<file path="src/logic/ssh_pkg.sv">
// Purpose: shared constants and types of the standby control block
// Assumes: 32-bit Avalon-MM register window, byte addressed
// Notes:   all offsets are byte addresses of aligned words
package ssh_pkg;
  // register byte offsets
  localparam logic [3:0] ADDR_CTRL = 4'h0;
  localparam logic [3:0] ADDR_SEL  = 4'h4;
  localparam logic [3:0] ADDR_STAT = 4'h8;
  localparam logic [3:0] ADDR_MODE = 4'hc;
  // field positions
  localparam int CTRL_RING_STOP_POS = 0;
  localparam int MODE_SRC_POS   = 4;
  // stabilization steps, base wait in clk_sys cycles, ring hold periods
  localparam int         STAB_STEPS        = 5;
  localparam int         STAB_BASE_CYC     = 2048;
  localparam logic [4:0] RING_HOLD_PERIODS = 5'h11;
  // values after reset
  localparam logic [2:0] SEL_RST  = 3'h4;
  localparam logic [4:0] STAT_RST = 5'h00;
  localparam logic [4:0] HOLD_RST = 5'h00;
  // crystal on, ring on, cpu clock held
  localparam logic [2:0] OSC_CTL_RST = 3'h6;

  typedef enum logic [1:0] {
    SRC_MAIN = 2'b00,
    SRC_RING = 2'b01,
    SRC_SUB  = 2'b10
  } ssh_clk_src_t;

  typedef enum logic [2:0] {
    ST_RUN       = 3'b000,
    ST_HALT      = 3'b001,
    ST_STOP      = 3'b010,
    ST_OSC_WAIT  = 3'b011,
    ST_RING_HOLD = 3'b100
  } ssh_state_t;

  typedef struct packed {
    logic main_osc_en;
    logic internal_ring_oscillator_en;
    logic cpu_clk_en;
  } ssh_osc_ctl_t;
endpackage

</file>
<file path="src/logic/ssh_stab_cnt.sv">
// Purpose: main crystal stabilization counter with status bits
// Assumes: osc_ok is already synchronised to clk_sys
// Notes:   counting stops once the selected wait has elapsed
`timescale 1ns/10ps
module ssh_stab_cnt #(
  parameter int STAB_BASE = ssh_pkg::STAB_BASE_CYC,
  parameter int CW        = 16
) (
  // clock and reset
  input  wire logic                          clk_sys,
  input  wire logic                          nrst,
  // control
  input  wire logic                          clear,
  input  wire logic                          osc_ok,
  input  wire logic [2:0]                    sel,
  // result
  output logic [ssh_pkg::STAB_STEPS-1:0]     status,
  output logic                               done
);
  logic [CW-1:0]                  cnt_r;
  logic [CW-1:0]                  cnt_nxt;
  logic [ssh_pkg::STAB_STEPS-1:0] status_r;
  logic [ssh_pkg::STAB_STEPS-1:0] status_nxt;
  logic [ssh_pkg::STAB_STEPS-1:0] hit;
  logic [2:0]                     sel_eff;

  ////////////////////////////////////////////////////////////////////////////
  // step i reached maps to status bit from the top down
  genvar i;
  generate
    for (i = 0; i < ssh_pkg::STAB_STEPS; i++) begin : g_step
      assign hit[ssh_pkg::STAB_STEPS-1-i] =
        (cnt_r >= CW'(STAB_BASE << i));
    end
  endgenerate

  ////////////////////////////////////////////////////////////////////////////
  always_comb begin
    sel_eff    = (sel > 3'h4) ? 3'h4 : sel;
    done       = hit[3'h4 - sel_eff];
    cnt_nxt    = cnt_r;
    status_nxt = status_r | hit;
    if (clear) begin
      cnt_nxt    = '0;
      status_nxt = ssh_pkg::STAT_RST;
    end else if (osc_ok && !done) begin
      cnt_nxt = cnt_r + CW'(1);
    end
  end

  always_ff @(posedge clk_sys or negedge nrst) begin
    if (!nrst) begin
      cnt_r    <= '0;
      status_r <= ssh_pkg::STAT_RST;
    end else begin
      cnt_r    <= cnt_nxt;
      status_r <= status_nxt;
    end
  end

  assign status = status_r;
endmodule // ssh_stab_cnt

</file>
<file path="src/logic/ssh_standby_ctl.sv">
// Purpose: STOP/HALT standby control with oscillator stabilization wait
// Assumes: CPU logic on clk_sys gives source, requests and irq_pending
// Notes:   oscillator status pins are asynchronous and synchronised here
// Functional notes
// STOP is entered only while the CPU runs on the main crystal or ring.
// HALT is entered from the main crystal, ring or subsystem clock.
// STOP on the ring clock halts the crystal and keeps the ring running.
// a ring oscillator already running keeps running throughout STOP.
// after STOP on the ring clock the CPU waits 17 ring periods.
// the ring stop bit is writable only when the mask option allows it.
// status bits set one by one from the top bit and stay set.
// the crystal counter counts only within the selected wait time.
// software keeps its desired status time within the selected wait.
// the release wait counts from oscillation start, for reset or irq.
// software stops peripherals before entering STOP.
// software clears the conversion run bit before HALT or STOP.
// an unmasked pending interrupt cancels standby, STOP falls to HALT.
// software programs the select setting before STOP on the crystal.
// on release the oscillator restarts, waits, then the CPU resumes.
//
// Register access over Avalon-MM and the placing of the registers are this design's own decisions.
`timescale 1ns/10ps
module ssh_standby_ctl #(
  parameter int STAB_BASE = ssh_pkg::STAB_BASE_CYC
) (
  // clock and reset
  input  wire logic                  clk_sys,
  input  wire logic                  nrst,
  // avalon-mm slave
  input  wire logic [3:0]            avs_address,
  input  wire logic                  avs_read,
  input  wire logic                  avs_write,
  input  wire logic [31:0]           avs_writedata,
  output logic [31:0]                avs_readdata,
  output logic                       avs_waitrequest,
  // cpu side
  input  wire ssh_pkg::ssh_clk_src_t cpu_clk_src,
  input  wire logic                  stop_req,
  input  wire logic                  halt_req,
  input  wire logic                  irq_pending,
  // oscillator pins
  input  wire logic                  main_osc_ok_pin,
  input  wire logic                  ring_tick_pin,
  input  wire logic                  ring_sw_stop_ok_pin,
  // outputs
  output ssh_pkg::ssh_osc_ctl_t      osc_ctl,
  output ssh_pkg::ssh_state_t        standby_state
);
  ssh_pkg::ssh_state_t   state_r, state_nxt;
  ssh_pkg::ssh_clk_src_t src_r, src_nxt;
  ssh_pkg::ssh_osc_ctl_t osc_ctl_r, osc_ctl_nxt;
  logic [4:0]  hold_cnt_r, hold_cnt_nxt;
  logic        ring_stop_r, ring_stop_nxt;
  logic [2:0]  sel_r, sel_nxt;
  logic        wait_r, wait_nxt;
  logic [31:0] rdata_r, rdata_nxt;
  logic [2:0]  sync1_r, sync2_r;
  logic        ring_d_r;
  logic        osc_ok_s, ring_edge, mask_ok_s;
  logic        stab_clear, stab_done;
  logic [4:0]  stab_status;
  logic        wr_go;

  ////////////////////////////////////////////////////////////////////////////
  // pin synchronisers, edge detect reads only the second stage
  always_ff @(posedge clk_sys or negedge nrst) begin
    if (!nrst) begin
      sync1_r  <= 3'h0;
      sync2_r  <= 3'h0;
      ring_d_r <= 1'b0;
    end else begin
      sync1_r  <= {ring_sw_stop_ok_pin, ring_tick_pin, main_osc_ok_pin};
      sync2_r  <= sync1_r;
      ring_d_r <= sync2_r[1];
    end
  end
  assign osc_ok_s  = sync2_r[0];
  assign ring_edge = sync2_r[1] & ~ring_d_r;
  assign mask_ok_s = sync2_r[2];

  ////////////////////////////////////////////////////////////////////////////
  // standby state machine
  always_comb begin
    state_nxt    = state_r;
    src_nxt      = src_r;
    hold_cnt_nxt = hold_cnt_r;
    case (state_r)
      ssh_pkg::ST_RUN: begin
        if (stop_req && irq_pending) begin
          state_nxt = ssh_pkg::ST_HALT;
        end else if (stop_req && cpu_clk_src != ssh_pkg::SRC_SUB) begin
          state_nxt = ssh_pkg::ST_STOP;
          src_nxt   = cpu_clk_src;
        end else if (halt_req && !irq_pending) begin
          state_nxt = ssh_pkg::ST_HALT;
          src_nxt   = cpu_clk_src;
        end
      end
      ssh_pkg::ST_HALT: begin
        if (irq_pending) begin
          state_nxt = ssh_pkg::ST_RUN;
        end
      end
      ssh_pkg::ST_STOP: begin
        if (irq_pending) begin
          hold_cnt_nxt = ssh_pkg::HOLD_RST;
          state_nxt    = (src_r == ssh_pkg::SRC_RING) ?
                         ssh_pkg::ST_RING_HOLD : ssh_pkg::ST_OSC_WAIT;
        end
      end
      ssh_pkg::ST_OSC_WAIT: begin
        if (stab_done) begin
          state_nxt = ssh_pkg::ST_RUN;
        end
      end
      ssh_pkg::ST_RING_HOLD: begin
        if (ring_edge) begin
          if (hold_cnt_r == ssh_pkg::RING_HOLD_PERIODS - 5'h01) begin
            state_nxt = ssh_pkg::ST_RUN;
          end else begin
            hold_cnt_nxt = hold_cnt_r + 5'h01;
          end
        end
      end
      default: state_nxt = ssh_pkg::ST_OSC_WAIT;
    endcase
    // crystal off only in STOP, ring follows software bit only
    osc_ctl_nxt.main_osc_en = (state_nxt != ssh_pkg::ST_STOP);
    osc_ctl_nxt.internal_ring_oscillator_en = ~ring_stop_r;
    osc_ctl_nxt.cpu_clk_en  = (state_nxt == ssh_pkg::ST_RUN);
  end

  assign stab_clear = (state_r != ssh_pkg::ST_STOP) &&
                      (state_nxt == ssh_pkg::ST_STOP);

  always_ff @(posedge clk_sys or negedge nrst) begin
    if (!nrst) begin
      state_r    <= ssh_pkg::ST_OSC_WAIT;
      src_r      <= ssh_pkg::SRC_MAIN;
      hold_cnt_r <= ssh_pkg::HOLD_RST;
      osc_ctl_r  <= ssh_pkg::OSC_CTL_RST;
    end else begin
      state_r    <= state_nxt;
      src_r      <= src_nxt;
      hold_cnt_r <= hold_cnt_nxt;
      osc_ctl_r  <= osc_ctl_nxt;
    end
  end

  ssh_stab_cnt #(.STAB_BASE(STAB_BASE), .CW(16)) u_stab (
    .clk_sys (clk_sys),
    .nrst    (nrst),
    .clear   (stab_clear),
    .osc_ok  (osc_ok_s & osc_ctl_r.main_osc_en),
    .sel     (sel_r),
    .status  (stab_status),
    .done    (stab_done)
  );

  ////////////////////////////////////////////////////////////////////////////
  // register slave: one wait cycle, then the access completes
  assign wr_go = avs_write && !wait_r;
  always_comb begin
    wait_nxt  = !((avs_read || avs_write) && wait_r);
    ring_stop_nxt = ring_stop_r;
    sel_nxt       = sel_r;
    rdata_nxt     = rdata_r;
    if (wr_go && avs_address == ssh_pkg::ADDR_CTRL && mask_ok_s) begin
      ring_stop_nxt = avs_writedata[ssh_pkg::CTRL_RING_STOP_POS];
    end
    if (wr_go && avs_address == ssh_pkg::ADDR_SEL) begin
      sel_nxt = avs_writedata[2:0];
    end
    if (avs_read && wait_r) begin
      case (avs_address)
        ssh_pkg::ADDR_CTRL: rdata_nxt = {31'h0, ring_stop_r};
        ssh_pkg::ADDR_SEL:  rdata_nxt = {29'h0, sel_r};
        ssh_pkg::ADDR_STAT: rdata_nxt = {27'h0, stab_status};
        ssh_pkg::ADDR_MODE: rdata_nxt = {26'h0, src_r, 1'b0, state_r};
        default:            rdata_nxt = 32'h0;
      endcase
    end
  end

  always_ff @(posedge clk_sys or negedge nrst) begin
    if (!nrst) begin
      wait_r      <= 1'b1;
      ring_stop_r <= 1'b0;
      sel_r       <= ssh_pkg::SEL_RST;
      rdata_r     <= 32'h0;
    end else begin
      wait_r      <= wait_nxt;
      ring_stop_r <= ring_stop_nxt;
      sel_r   <= sel_nxt;
      rdata_r <= rdata_nxt;
    end
  end

  assign avs_readdata    = rdata_r;
  assign avs_waitrequest = wait_r;
  assign osc_ctl         = osc_ctl_r;
  assign standby_state   = state_r;

  ////////////////////////////////////////////////////////////////////////////
  // checks
  property p_stop_src;
    @(posedge clk_sys) disable iff (!nrst)
    $rose(state_r == ssh_pkg::ST_STOP) |-> $past(cpu_clk_src) != ssh_pkg::SRC_SUB;
  endproperty
  a_stop_src: assert property (p_stop_src) else $error("stop from sub");

  property p_halt_entry;
    @(posedge clk_sys) disable iff (!nrst)
    (state_r == ssh_pkg::ST_RUN && halt_req && !stop_req && !irq_pending)
      |=> state_r == ssh_pkg::ST_HALT;
  endproperty
  a_halt_entry: assert property (p_halt_entry) else $error("no halt");

  property p_main_off;
    @(posedge clk_sys) disable iff (!nrst)
    (state_r == ssh_pkg::ST_STOP) |-> !osc_ctl_r.main_osc_en;
  endproperty
  a_main_off: assert property (p_main_off) else $error("crystal on");

  property p_ring_kept;
    @(posedge clk_sys) disable iff (!nrst)
    (state_r == ssh_pkg::ST_STOP && $past(state_r) == ssh_pkg::ST_STOP)
      |-> $stable(osc_ctl_r.internal_ring_oscillator_en);
  endproperty
  a_ring_kept: assert property (p_ring_kept) else $error("ring moved");

  property p_ring_hold;
    @(posedge clk_sys) disable iff (!nrst)
    (state_r == ssh_pkg::ST_RING_HOLD && state_nxt == ssh_pkg::ST_RUN)
      |-> hold_cnt_r == 5'h10 && !osc_ctl_r.cpu_clk_en;
  endproperty
  a_ring_hold: assert property (p_ring_hold) else $error("hold count");

  property p_ring_stop_mask;
    @(posedge clk_sys) disable iff (!nrst)
    (wr_go && avs_address == ssh_pkg::ADDR_CTRL && !mask_ok_s)
      |=> $stable(ring_stop_r);
  endproperty
  a_ring_stop_mask: assert property (p_ring_stop_mask) else $error("stop bit");

  property p_stat_order;
    @(posedge clk_sys) disable iff (!nrst)
    !stab_clear |=> ((stab_status & $past(stab_status)) == $past(stab_status))
      && (stab_status[3:0] & ~stab_status[4:1]) == 4'h0;
  endproperty
  a_stat_order: assert property (p_stat_order) else $error("status");

  property p_stat_frozen;
    @(posedge clk_sys) disable iff (!nrst)
    // the last status bit lands one cycle after done rises
    (stab_done && $past(stab_done) && !stab_clear) |=> $stable(stab_status);
  endproperty
  a_stat_frozen: assert property (p_stat_frozen) else $error("late");

  property p_wait_osc;
    @(posedge clk_sys) disable iff (!nrst)
    (state_r == ssh_pkg::ST_OSC_WAIT && !stab_done && !osc_ok_s)
      |=> state_r == ssh_pkg::ST_OSC_WAIT && !osc_ctl_r.cpu_clk_en;
  endproperty
  a_wait_osc: assert property (p_wait_osc) else $error("early run");

  property p_cancel;
    @(posedge clk_sys) disable iff (!nrst)
    (state_r == ssh_pkg::ST_RUN && stop_req && irq_pending)
      |=> state_r == ssh_pkg::ST_HALT;
  endproperty
  a_cancel: assert property (p_cancel) else $error("no fallback");

  property p_resume;
    @(posedge clk_sys) disable iff (!nrst)
    (state_r == ssh_pkg::ST_OSC_WAIT && stab_done) |=> osc_ctl_r.cpu_clk_en;
  endproperty
  a_resume: assert property (p_resume) else $error("no resume");

  c_stop_main: cover property (@(posedge clk_sys) disable iff (!nrst)
    state_r == ssh_pkg::ST_OSC_WAIT ##1 state_r == ssh_pkg::ST_RUN);
  c_ring_hold: cover property (@(posedge clk_sys) disable iff (!nrst)
    state_r == ssh_pkg::ST_RING_HOLD ##1 state_r == ssh_pkg::ST_RUN);
  c_fallback: cover property (@(posedge clk_sys) disable iff (!nrst)
    state_r == ssh_pkg::ST_RUN && stop_req && irq_pending);
endmodule // ssh_standby_ctl
</file>
<file path="config.mk">
export PLATFORM = sky130hd
export DESIGN_NAME = ssh_standby_ctl
export DESIGN_NICKNAME = d
export VERILOG_FILES = /design/src/logic/ssh_pkg.sv /design/src/logic/ssh_stab_cnt.sv /design/src/logic/ssh_standby_ctl.sv
export SDC_FILE = /design/constraint.sdc
export NUM_CORES = 1
export LEC_CHECK = 0
export BUFFER_PORTS_ARGS = -buffer_cell sky130_fd_sc_hd__buf_2
export CAP_MARGIN = 20
export CORE_ASPECT_RATIO = 0.9
export CORE_UTILIZATION = 47
export DETAILED_ROUTE_END_ITERATION = 10
export PLACE_DENSITY_LB_ADDON = 0.12
export SETUP_SLACK_MARGIN = 0.3
export SYNTH_ARGS = -nofsm -noshare
export SYNTH_HDL_FRONTEND = slang
export SYNTH_SLANG_ARGS = --single-unit
</file>
<file path="constraint.sdc">
create_clock -name clk_sys -period 2.37 [get_ports clk_sys]
set_input_delay 0.1185 -clock clk_sys [delete_from_list [all_inputs] [get_ports clk_sys]]
set_output_delay 0.1185 -clock clk_sys [all_outputs]
set_load 0.05 [all_outputs]
</file>
==> results.cfg, run 1 <==
[clock_network]
clock-sinks = 52
cts_made_buffers = 5
cts.clk_slew.worst_paths_ns = 0.10
clk_latency_ns = 0.30
cts_tree = yes
cts_buffer_depth = 2
clock-root-buffer = clkbuf_8
cts-htree-levels = 2

[sta]
slew_headroom = 0.549
setup_viol = 0
fin_ws_ns = 0.274
drv_slew = 0
worstMarginPinSlew_ns = 0.677
period_needed_ns = 2.10
timing.final.crit_share = 0.885
hold_ws_ns = 0.0381
rsz0062_at_grt = true
finalHoldViolations = 0
fmaxAchievable_mhz = 477
fin_worst_skew_ns = 0.00705
finalSetupTns_ns = 0

[cells_and_area]
fin_util = 0.567
drive_gt1_frac = 0.232
final_area_mm2 = 0.00328
fin_cells = 410
antenna_cells = 0
syn_to_final_growth_pct = 13.8
nets = 392

[synth]
netlist_area_mm2 = 0.00288
synth-edff-count = 0
synth_common_cells = dfrtp_1, nand2_1, buf_4, nor2_1
synth_area_leaders = dfrtp_1, buf_4, dfstp_2
synth-async-reset-ratio = 1.00
yosys_warnings = 0
synth.most_common_cell = dfrtp_1
seq_area_frac_synth = 0.454
yosys.cell_types.count = 51
ys.flop_type = dfrtp_1
synth.top_cell.area_share = 0.399
synth_cells = 295
post-synth-top-area-cell = dfrtp_1
ys_seq_elements = 52
synth_area_per_cell_um2 = 9.78

[setup_path]
max_stage_delay_ns = 0.57
r2r_slack_ns = 0.27
cp_slowest_cell = dfstp_2
worst_setup_path_start_kind = flip-flop
crit_required_ns = 2.60
cp_max_fo = 4
critical_path_arrival_ns = 2.33
rr_worst_depth = 7
worstSetupEndpointType = flip-flop
crit_chain = nand2b_4, ha_4, and2b_1, a32o_2, o22a_1, a311o_1, nor2_1
critPathKind = flip-flop to flip-flop

[pwr]
power_leakage_nw = 1.49
max-vdd-ir-drop_uv = 810
power_density_mw_per_mm2 = 908
power_mw = 2.98

[placement]
gp_congestion = 0.769
place_inst = 395
placed_area_mm2 = 0.00308
io_buffers = 31
dp_slack_ns = 0.270
dp_hpwl_mm = 3.95

[detailed_routing]
drt_iter0_markers = 128
ant_nets = 0
routed_wirelength_mm = 5.47
wire_per_inst_um = 13.3
drcViolationCount = 9
dr.pass1.iters = 11
via_per_inst = 5.25
dr_total_vias = 2153

[status]
violations = design-rule violations
outcome = finished, violations left

[die]
chipWidth_um = 84.6
dieArea_mm2 = 0.00645
fp.coreArea_mm2 = 0.00579
pin_count = 87
initial_core_util = 0.498
die_y_um = 76.3
row_count = 26

[flow_run]
maxCapViolations = 0

[worst_hold_path]
hp-class = primary input to flip-flop
min_path_cells = 2

[global_routing]
grt_overflow = 0
antenna_found_initial = 0
grtUsageTotal = 0.179
grt_pass1_vias = 1980
grt_pass1_wl_mm = 9.27
grt_max_degree = 32
## worst max-delay path, delay by kind of cell, from the launching register on
kind | cells | cell delay, ns
compound gates | 3 | 0.85
fa+ha+maj | 1 | 0.21
flops | 1 | 0.57
simple gates | 3 | 0.40
## final timing paths
kind / startpoint / end
max: sel_r[2]$_DFFE_PN1P_ / osc_ctl[0]$_DFF_PN0_
min reg2reg: sync1_r[0]$_DFF_PN0_ / sync2_r[0]$_DFF_PN0_
max reg2reg: sel_r[2]$_DFFE_PN1P_ / osc_ctl[0]$_DFF_PN0_
max in group asynchronous: nrst / standby_state[0]$_DFF_PN1_
min in group asynchronous: nrst / src_r[1]$_DFFE_PN0P_
min: avs_writedata[1] / sel_r[1]$_DFFE_PN0P_
## placed cells by master, fill, tap and decap left out, drive strengths merged, types with 2 or more instances in the layout
cell / count
a22oi: 2
dlygate4sd3: 6
a2111o: 2
nand2b: 14
nor3: 6
nand2: 35
a21oi: 14
xor2: 4
a21boi: 3
conb: 26
o21ai: 9
o211ai: 2
and3: 2
dfrtp: 46
nand3: 13
buf: 40
nand4: 5
nor2: 24
o21bai: 2
xnor2: 2
nor2b: 4
and4: 3
mux2i: 11
nand3b: 5
inv: 12
mux2: 9
nor3b: 3
clkbuf: 5
dfstp: 6
ha: 5
## metal layers
metal,track usage,share of wire,vias up
met1,0.249,0.48,1046
met3,0.0368,0.042,2
met2,0.286,0.48,50
li1,-,-,1055
met4,0.0458,0.0051,0
met5,0,0,-
## registers in the layout (all words and copies together), names as in the netlist
register,flops
u_stab.cnt_r,16
avs_readdata,6
hold_cnt_r,5
u_stab.status,5
osc_ctl,3
sel_r,3
standby_state,3
sync1_r,3
sync2_r,3
src_r,2
avs_waitrequest,1
ring_d_r,1
ring_stop_r,1
## final cells by class
type                       count  area, um^2
clock buffer                   5        68.8
clock inverter                 3        46.3
fill                         522        2510
inverter                      11        41.3
multi-input combinational    223        1450
sequential                    52        1310
tap                           70        87.6
timing repair buffer          46         283
## timing repair
item | 4_1_cts | 5_1_grt
hold endpoints to repair | 29 | 0
endpoints found under the setup margin | 7 | 17
setup buffers | 0 | 1
hold buffers | 6 | 0
pin swaps | 0 | 2
resized for setup | 0 | 8
## power breakdown
| part | switching, mW | internal, mW |
|---|---|---|
| combinational | 0.652 | 0.405 |
| sequential | 0.206 | 1.09 |
| clock | 0.306 | 0.319 |
| total | 1.16 | 1.82 |
## cells by family after synthesis
group	count (synthesis)	share of synthesized area
AO/OA/AOI/OAI	47	0.115
XOR/XNOR	6	0.0182
adder cells (fa/ha/maj)	5	0.0217
buffers and inverters	45	0.0928
flip-flops	52	0.454
multiplexers	21	0.0811
other	1	0.00130
AND/OR/NAND/NOR	118	0.216
(Power assumes the default switching activity.)
==> run 2, diff against run 1 <==
--- a/config.mk
+++ b/config.mk
@@ -8,10 +8,11 @@
 export BUFFER_PORTS_ARGS = -buffer_cell sky130_fd_sc_hd__buf_2
 export CAP_MARGIN = 20
 export CORE_ASPECT_RATIO = 0.9
-export CORE_UTILIZATION = 47
+export CORE_UTILIZATION = 46
 export DETAILED_ROUTE_END_ITERATION = 10
 export PLACE_DENSITY_LB_ADDON = 0.12
 export SETUP_SLACK_MARGIN = 0.3
 export SYNTH_ARGS = -nofsm -noshare
 export SYNTH_HDL_FRONTEND = slang
+export SYNTH_HIERARCHICAL = 1
 export SYNTH_SLANG_ARGS = --single-unit
==> results.cfg, run 2 <==
[synth]
synth_cells = 280
ys_seq_elements = 52
synth_common_cells = dfrtp_1, buf_4, nor2_1, nand2_1, nand4_1
synth_area_leaders = dfrtp_1, buf_4, dfstp_2
post-synth-top-area-cell = dfrtp_1
synth.most_common_cell = dfrtp_1
ys.flop_type = dfrtp_1
yosys_warnings = 6
netlist_area_mm2 = 0.00285
synth.top_cell.area_share = 0.404
synth_area_per_cell_um2 = 10.2
synth-async-reset-ratio = 1.00
seq_area_frac_synth = 0.460
yosys.cell_types.count = 51
synth-edff-count = 0

[status]
violations = design-rule violations
outcome = finished, violations left

[setup_path]
rr_startpoint = sel_r[2]$_DFFE_PN1P_
crit_required_ns = 2.56
r2r_slack_ns = 0.07
critPathKind = flip-flop to flip-flop
rr_worst_depth = 8
cp_max_fo = 10
critical_path_arrival_ns = 2.48
crit_chain = nand2b_4, ha_4, or3_4, o32a_1, o22ai_4, buf_12, nand4_1, mux2_4
worstSetupEndpointType = flip-flop
r2r_end = u_stab/cnt_r[8]$_DFFE_PN0P_
max_stage_delay_ns = 0.57
worst_setup_path_start_kind = flip-flop
cp_slowest_cell = dfstp_2

[global_routing]
antenna_found_initial = 0
grtUsageTotal = 0.170
grt_overflow = 0
grt_max_degree = 32
grt_pass1_wl_mm = 8.76
grt_pass1_vias = 1847

[sta]
finalHoldViolations = 0
fmaxAchievable_mhz = 436
fin_worst_skew_ns = 0.00585
finalSetupTns_ns = 0
slew_headroom = 0.650
timing.final.crit_share = 0.969
worstMarginPinSlew_ns = 0.526
period_needed_ns = 2.30
rsz0062_at_grt = true
setup_viol = 0
drv_slew = 0
fin_ws_ns = 0.0740

[die]
chipWidth_um = 84.9
pin_count = 87
dieArea_mm2 = 0.00651
fp.coreArea_mm2 = 0.00582
die_y_um = 76.6
row_count = 26
initial_core_util = 0.489

[cells_and_area]
drive_gt1_frac = 0.273
mostFrequentLayoutCells = dfrtp_1, buf_2, conb_1, nor2_1, nand2_1
antenna_cells = 0
nets = 374
regMostFlops = u_stab/cnt_r
fillCellCount = 510
largest_reg_flops = 16
layout_commonest_cell = dfrtp_1
final_area_mm2 = 0.00330
fin_cells = 392
fin_util = 0.567
syn_to_final_growth_pct = 15.9

[detailed_routing]
routed_wirelength_mm = 5.12
ant_nets = 0
drcViolationCount = 9
drt_iter0_markers = 100
via_per_inst = 5.22
dr_total_vias = 2045
dr.pass1.iters = 7
wire_per_inst_um = 13.1

[pwr]
power_switching_mw = 1.24
combPwrFrac = 0.418
p_sw_frac = 0.382
p_int_mw = 2.00
seqPwrFrac = 0.401
power_leakage_nw = 1.53
clkPwrFrac = 0.181
max-vdd-ir-drop_uv = 496
power_density_mw_per_mm2 = 981

[clock_network]
clock-sinks = 52
cts-htree-levels = 2
cts.clk_slew.worst_paths_ns = 0.09
cts_tree = yes
clk_latency_ns = 0.30
clock-root-buffer = clkbuf_8
cts_made_buffers = 5
cts_buffer_depth = 2

[placement]
placed_area_mm2 = 0.00302
place_inst = 374
io_buffers = 31
gp_congestion = 0.761
dp_slack_ns = 0.0681
dp_hpwl_mm = 3.66

[worst_hold_path]
worstHoldStart = avs_writedata[1]
min_to = sel_r[1]$_DFFE_PN0P_
hp-class = primary input to flip-flop
min_path_cells = 2

[flow_run]
maxCapViolations = 0
[run 2: changes by cell type in the layout (fill, tap and decap cells not counted), moves of 4 or more]
cell and change:
nor2b_1 +9, nand2b_1 -10, nand2_1 -20, nand3b_1 -4, mux2_4 +8, nand4_1 +9, a21oi_1 -6, mux2i_1 -7
[run 2: timing repair]
item,CTS,global route
gates cloned,1,0
pin swaps,3,2
setup buffers,3,0
resized for setup,4,10
endpoints found under the setup margin,17,20
hold buffers,6,0
hold endpoints to repair,23,0
[run 2: power by group through the flow]
stage / clock [mW] / sequential, mW / combinational [mW]
after floorplan: 0 / 1.42 / 0.852
after global placement: 0 / 1.31 / 1.16
after detailed placement: 0 / 1.31 / 1.17
after CTS: 0.607 / 1.30 / 1.32
after global routing: 0.637 / 1.33 / 1.48
final: 0.585 / 1.30 / 1.36
[run 2: final cells by class]
| class | count | area [um^2] | area share |
|---|---|---|---|
| well taps | 70 | 87.6 | 0.0265 |
| flip-flops and latches | 52 | 1310 | 0.397 |
| multi-input cells | 204 | 1440 | 0.435 |
| clock inverters | 1 | 30.0 | 0.00910 |
| clock buffers | 7 | 76.3 | 0.0231 |
| repair buffers | 46 | 315 | 0.0955 |
| inverters | 12 | 45.0 | 0.0136 |
[run 2: worst max path at each step]
stage / from / end / slack (ns) / cells past startpoint
3_5_place_dp: sel_r[2]$_DFFE_PN1P_ / u_stab/cnt_r[8]$_DFFE_PN0P_ / 0.07 / 8
5_1_grt: sel_r[2]$_DFFE_PN1P_ / u_stab/cnt_r[4]$_DFFE_PN0P_ / -0.03 / 8
2_1_floorplan: sel_r[2]$_DFFE_PN1P_ / u_stab/cnt_r[4]$_DFFE_PN0P_ / 0.13 / 9
4_1_cts: sel_r[2]$_DFFE_PN1P_ / u_stab/cnt_r[4]$_DFFE_PN0P_ / 0.09 / 8
3_3_place_gp: sel_r[2]$_DFFE_PN1P_ / u_stab/cnt_r[8]$_DFFE_PN0P_ / 0.1 / 8
6_report: sel_r[2]$_DFFE_PN1P_ / u_stab/cnt_r[8]$_DFFE_PN0P_ / 0.07 / 8
[run 2: logic make-up after synthesis]
family	synth area share
adders and majority gates	0.0220
other	0.00132
and+or+nand+nor	0.207
AOI/OAI and AO/OA	0.0984
buffers and inverters	0.109
DFF	0.460
xor gates and xnor gates	0.00923
muxes	0.0931
[run 2: critical path, delay by kind of cell, from the launching register on]
kind | cells | cell delay (ns)
compound gates | 2 | 0.35
fa+ha+maj | 1 | 0.20
buf+inv | 1 | 0.15
flops | 1 | 0.57
mux | 1 | 0.33
simple gates | 3 | 0.58
[run 2: metal layers]
metal	wire length, um	up-vias	GRT usage
li1	-	1008	-
met1	2570	985	0.240
met2	2360	47	0.264
met3	154	5	0.0358
met4	40	0	0.0458
met5	0	-	0
[run 2: metrics by stage]
step	hold WS (ns)	total power, mW
2_1_floorplan	-0.177	2.27
3_3_place_gp	0.130	2.47
3_5_place_dp	0.125	2.48
4_1_cts	0.0509	3.22
5_1_grt	0.0452	3.45
6_report	0.0547	3.24
==> run 3, diff against run 2 <==
--- a/config.mk
+++ b/config.mk
@@ -10,7 +10,7 @@
 export CORE_ASPECT_RATIO = 0.9
 export CORE_UTILIZATION = 46
 export DETAILED_ROUTE_END_ITERATION = 10
-export PLACE_DENSITY_LB_ADDON = 0.12
+export PLACE_DENSITY = 0.74
 export SETUP_SLACK_MARGIN = 0.3
 export SYNTH_ARGS = -nofsm -noshare
 export SYNTH_HDL_FRONTEND = slang
==> results.cfg, run 3 (synthesis results as in run 2) <==
[status]
outcome = finished, violations left
violations = design-rule violations

[placement]
io_buffers = 31
dp_hpwl_mm = 3.67
place_inst = 374
gp_congestion = 0.801
placed_area_mm2 = 0.00302

[detailed_routing]
dr_total_vias = 2103
dr_wl_met3_um = 222
via_per_inst = 5.36
ant_nets = 0
drt_iter0_markers = 152
dr.pass1.iters = 7
dr_wl_met2_mm = 2.59
wire_per_inst_um = 13.8
top_layer_used = met4
routed_wirelength_mm = 5.39
drcViolationCount = 9
drt-met1-wl_mm = 2.53

[die]
pin_count = 87
dieArea_mm2 = 0.00651
initial_core_util = 0.489
fp.coreArea_mm2 = 0.00582
chipWidth_um = 84.9
row_count = 26
die_y_um = 76.6

[cells_and_area]
mostFrequentLayoutCells = dfrtp_1, buf_2, conb_1, nor2_1, nand2_1
syn_to_final_growth_pct = 16.1
fillCellCount = 505
fin_util = 0.568
drive_gt1_frac = 0.276
nets = 374
layout_commonest_cell = dfrtp_1
antenna_cells = 0
fin_cells = 392
final_area_mm2 = 0.00331
regMostFlops = u_stab/cnt_r
largest_reg_flops = 16

[setup_path]
worst_setup_path_start_kind = flip-flop
critPathKind = flip-flop to flip-flop
worstSetupEndpointType = flip-flop
critical_path_arrival_ns = 2.52
crit_required_ns = 2.56
cp_max_fo = 10

[global_routing]
grt_pass1_vias = 1952
antenna_found_initial = 0
grt_pass1_wl_mm = 8.97
grtUsageTotal = 0.173
grt_max_degree = 53
grt_overflow = 0

[sta]
finalHoldViolations = 0
finalSetupTns_ns = 0
setup_viol = 0
fmaxAchievable_mhz = 429
rsz0062_at_grt = true
slew_headroom = 0.569
timing.final.crit_share = 0.984
drv_slew = 0
period_needed_ns = 2.33
fin_worst_skew_ns = 0.0110
worstMarginPinSlew_ns = 0.646

[pwr]
power_mw = 3.30
max-vdd-ir-drop_uv = 579
power_density_mw_per_mm2 = 998
power_leakage_nw = 1.54

[clock_network]
cts_buffer_depth = 2
cts_tree = yes
cts.clk_slew.worst_paths_ns = 0.10
clock-root-buffer = clkbuf_8
clock-sinks = 52
clk_latency_ns = 0.30
cts-htree-levels = 2
cts_made_buffers = 5

[worst_hold_path]
hp-class = primary input to flip-flop

[flow_run]
maxCapViolations = 0
-- run 3: changes by cell type in the layout (fill, tap and decap cells not counted), sizes merged --
cell / change
clkinv: +1
clkbuf: -1
-- run 3: report_power, final --
part	switching, mW	total (mW)	internal [mW]	leakage, nW
Sequential	0.198	1.30	1.10	0.662
Clock	0.288	0.634	0.345	0.0614
Combinational	0.783	1.36	0.580	0.814
-- run 3: worst paths after layout --
| kind | start | endpoint | slack (ns) | depth (start not counted) |
|---|---|---|---|---|
| max | sel_r[2]$_DFFE_PN1P_ | u_stab/cnt_r[15]$_DFFE_PN0P_ | 0.04 | 8 |
| min | avs_writedata[2] | sel_r[2]$_DFFE_PN1P_ | 0.05 | 2 |
| min reg2reg | sync1_r[2]$_DFF_PN0_ | sync2_r[2]$_DFF_PN0_ | 0.36 | 0 |
| max in group asynchronous | nrst | standby_state[2]$_DFF_PN0_ | 1.44 | 3 |
| min in group asynchronous | nrst | avs_readdata[5]$_DFFE_PN0P_ | 0.45 | 3 |
| max reg2reg | sel_r[2]$_DFFE_PN1P_ | u_stab/cnt_r[15]$_DFFE_PN0P_ | 0.04 | 8 |
-- run 3: critical path: stages (launching register included) --
cell and delay [ns]:
dfstp_2 0.58, nand2b_4 0.15, ha_4 0.20, or3_1 0.32, o32a_1 0.21, o22ai_4 0.15
buf_12 0.15, nand4_1 0.12, mux2_4 0.33
-- run 3: final cells by class --
cell class	instances	area [um^2]	share of cell area
clock inverter	2	38.8	0.0117
multi-input combinational	204	1430	0.432
clock buffer	6	82.6	0.0250
tap	70	87.6	0.0265
timing repair buffer	46	315	0.0953
inverter	12	45.0	0.0136
sequential	52	1310	0.396
-- run 3: repair_timing --
| item | CTS | global route |
|---|---|---|
| hold buffers | 6 | 0 |
| gates resized for setup | 2 | 11 |
| endpoints found under the hold margin | 50 | 0 |
| setup endpoints to repair | 17 | 20 |
| cloned | 1 | 0 |
| pin swaps | 2 | 3 |
| setup buffers | 2 | 1 |
-- run 3: routing by layer --
layer,track usage,up-vias
met5,0,-
met4,0.0525,0
met3,0.0368,5
met2,0.286,65
met1,0.227,1024
li1,-,1009
-- run 3: metrics by stage --
step	worst slack (ns)	hold slack, ns
after floorplan	0.130	-0.177
after global placement	0.107	0.227
after detailed placement	0.0763	0.228
after CTS	0.0617	0.0359
after global routing	-0.0196	0.0389
final	0.0390	0.0465
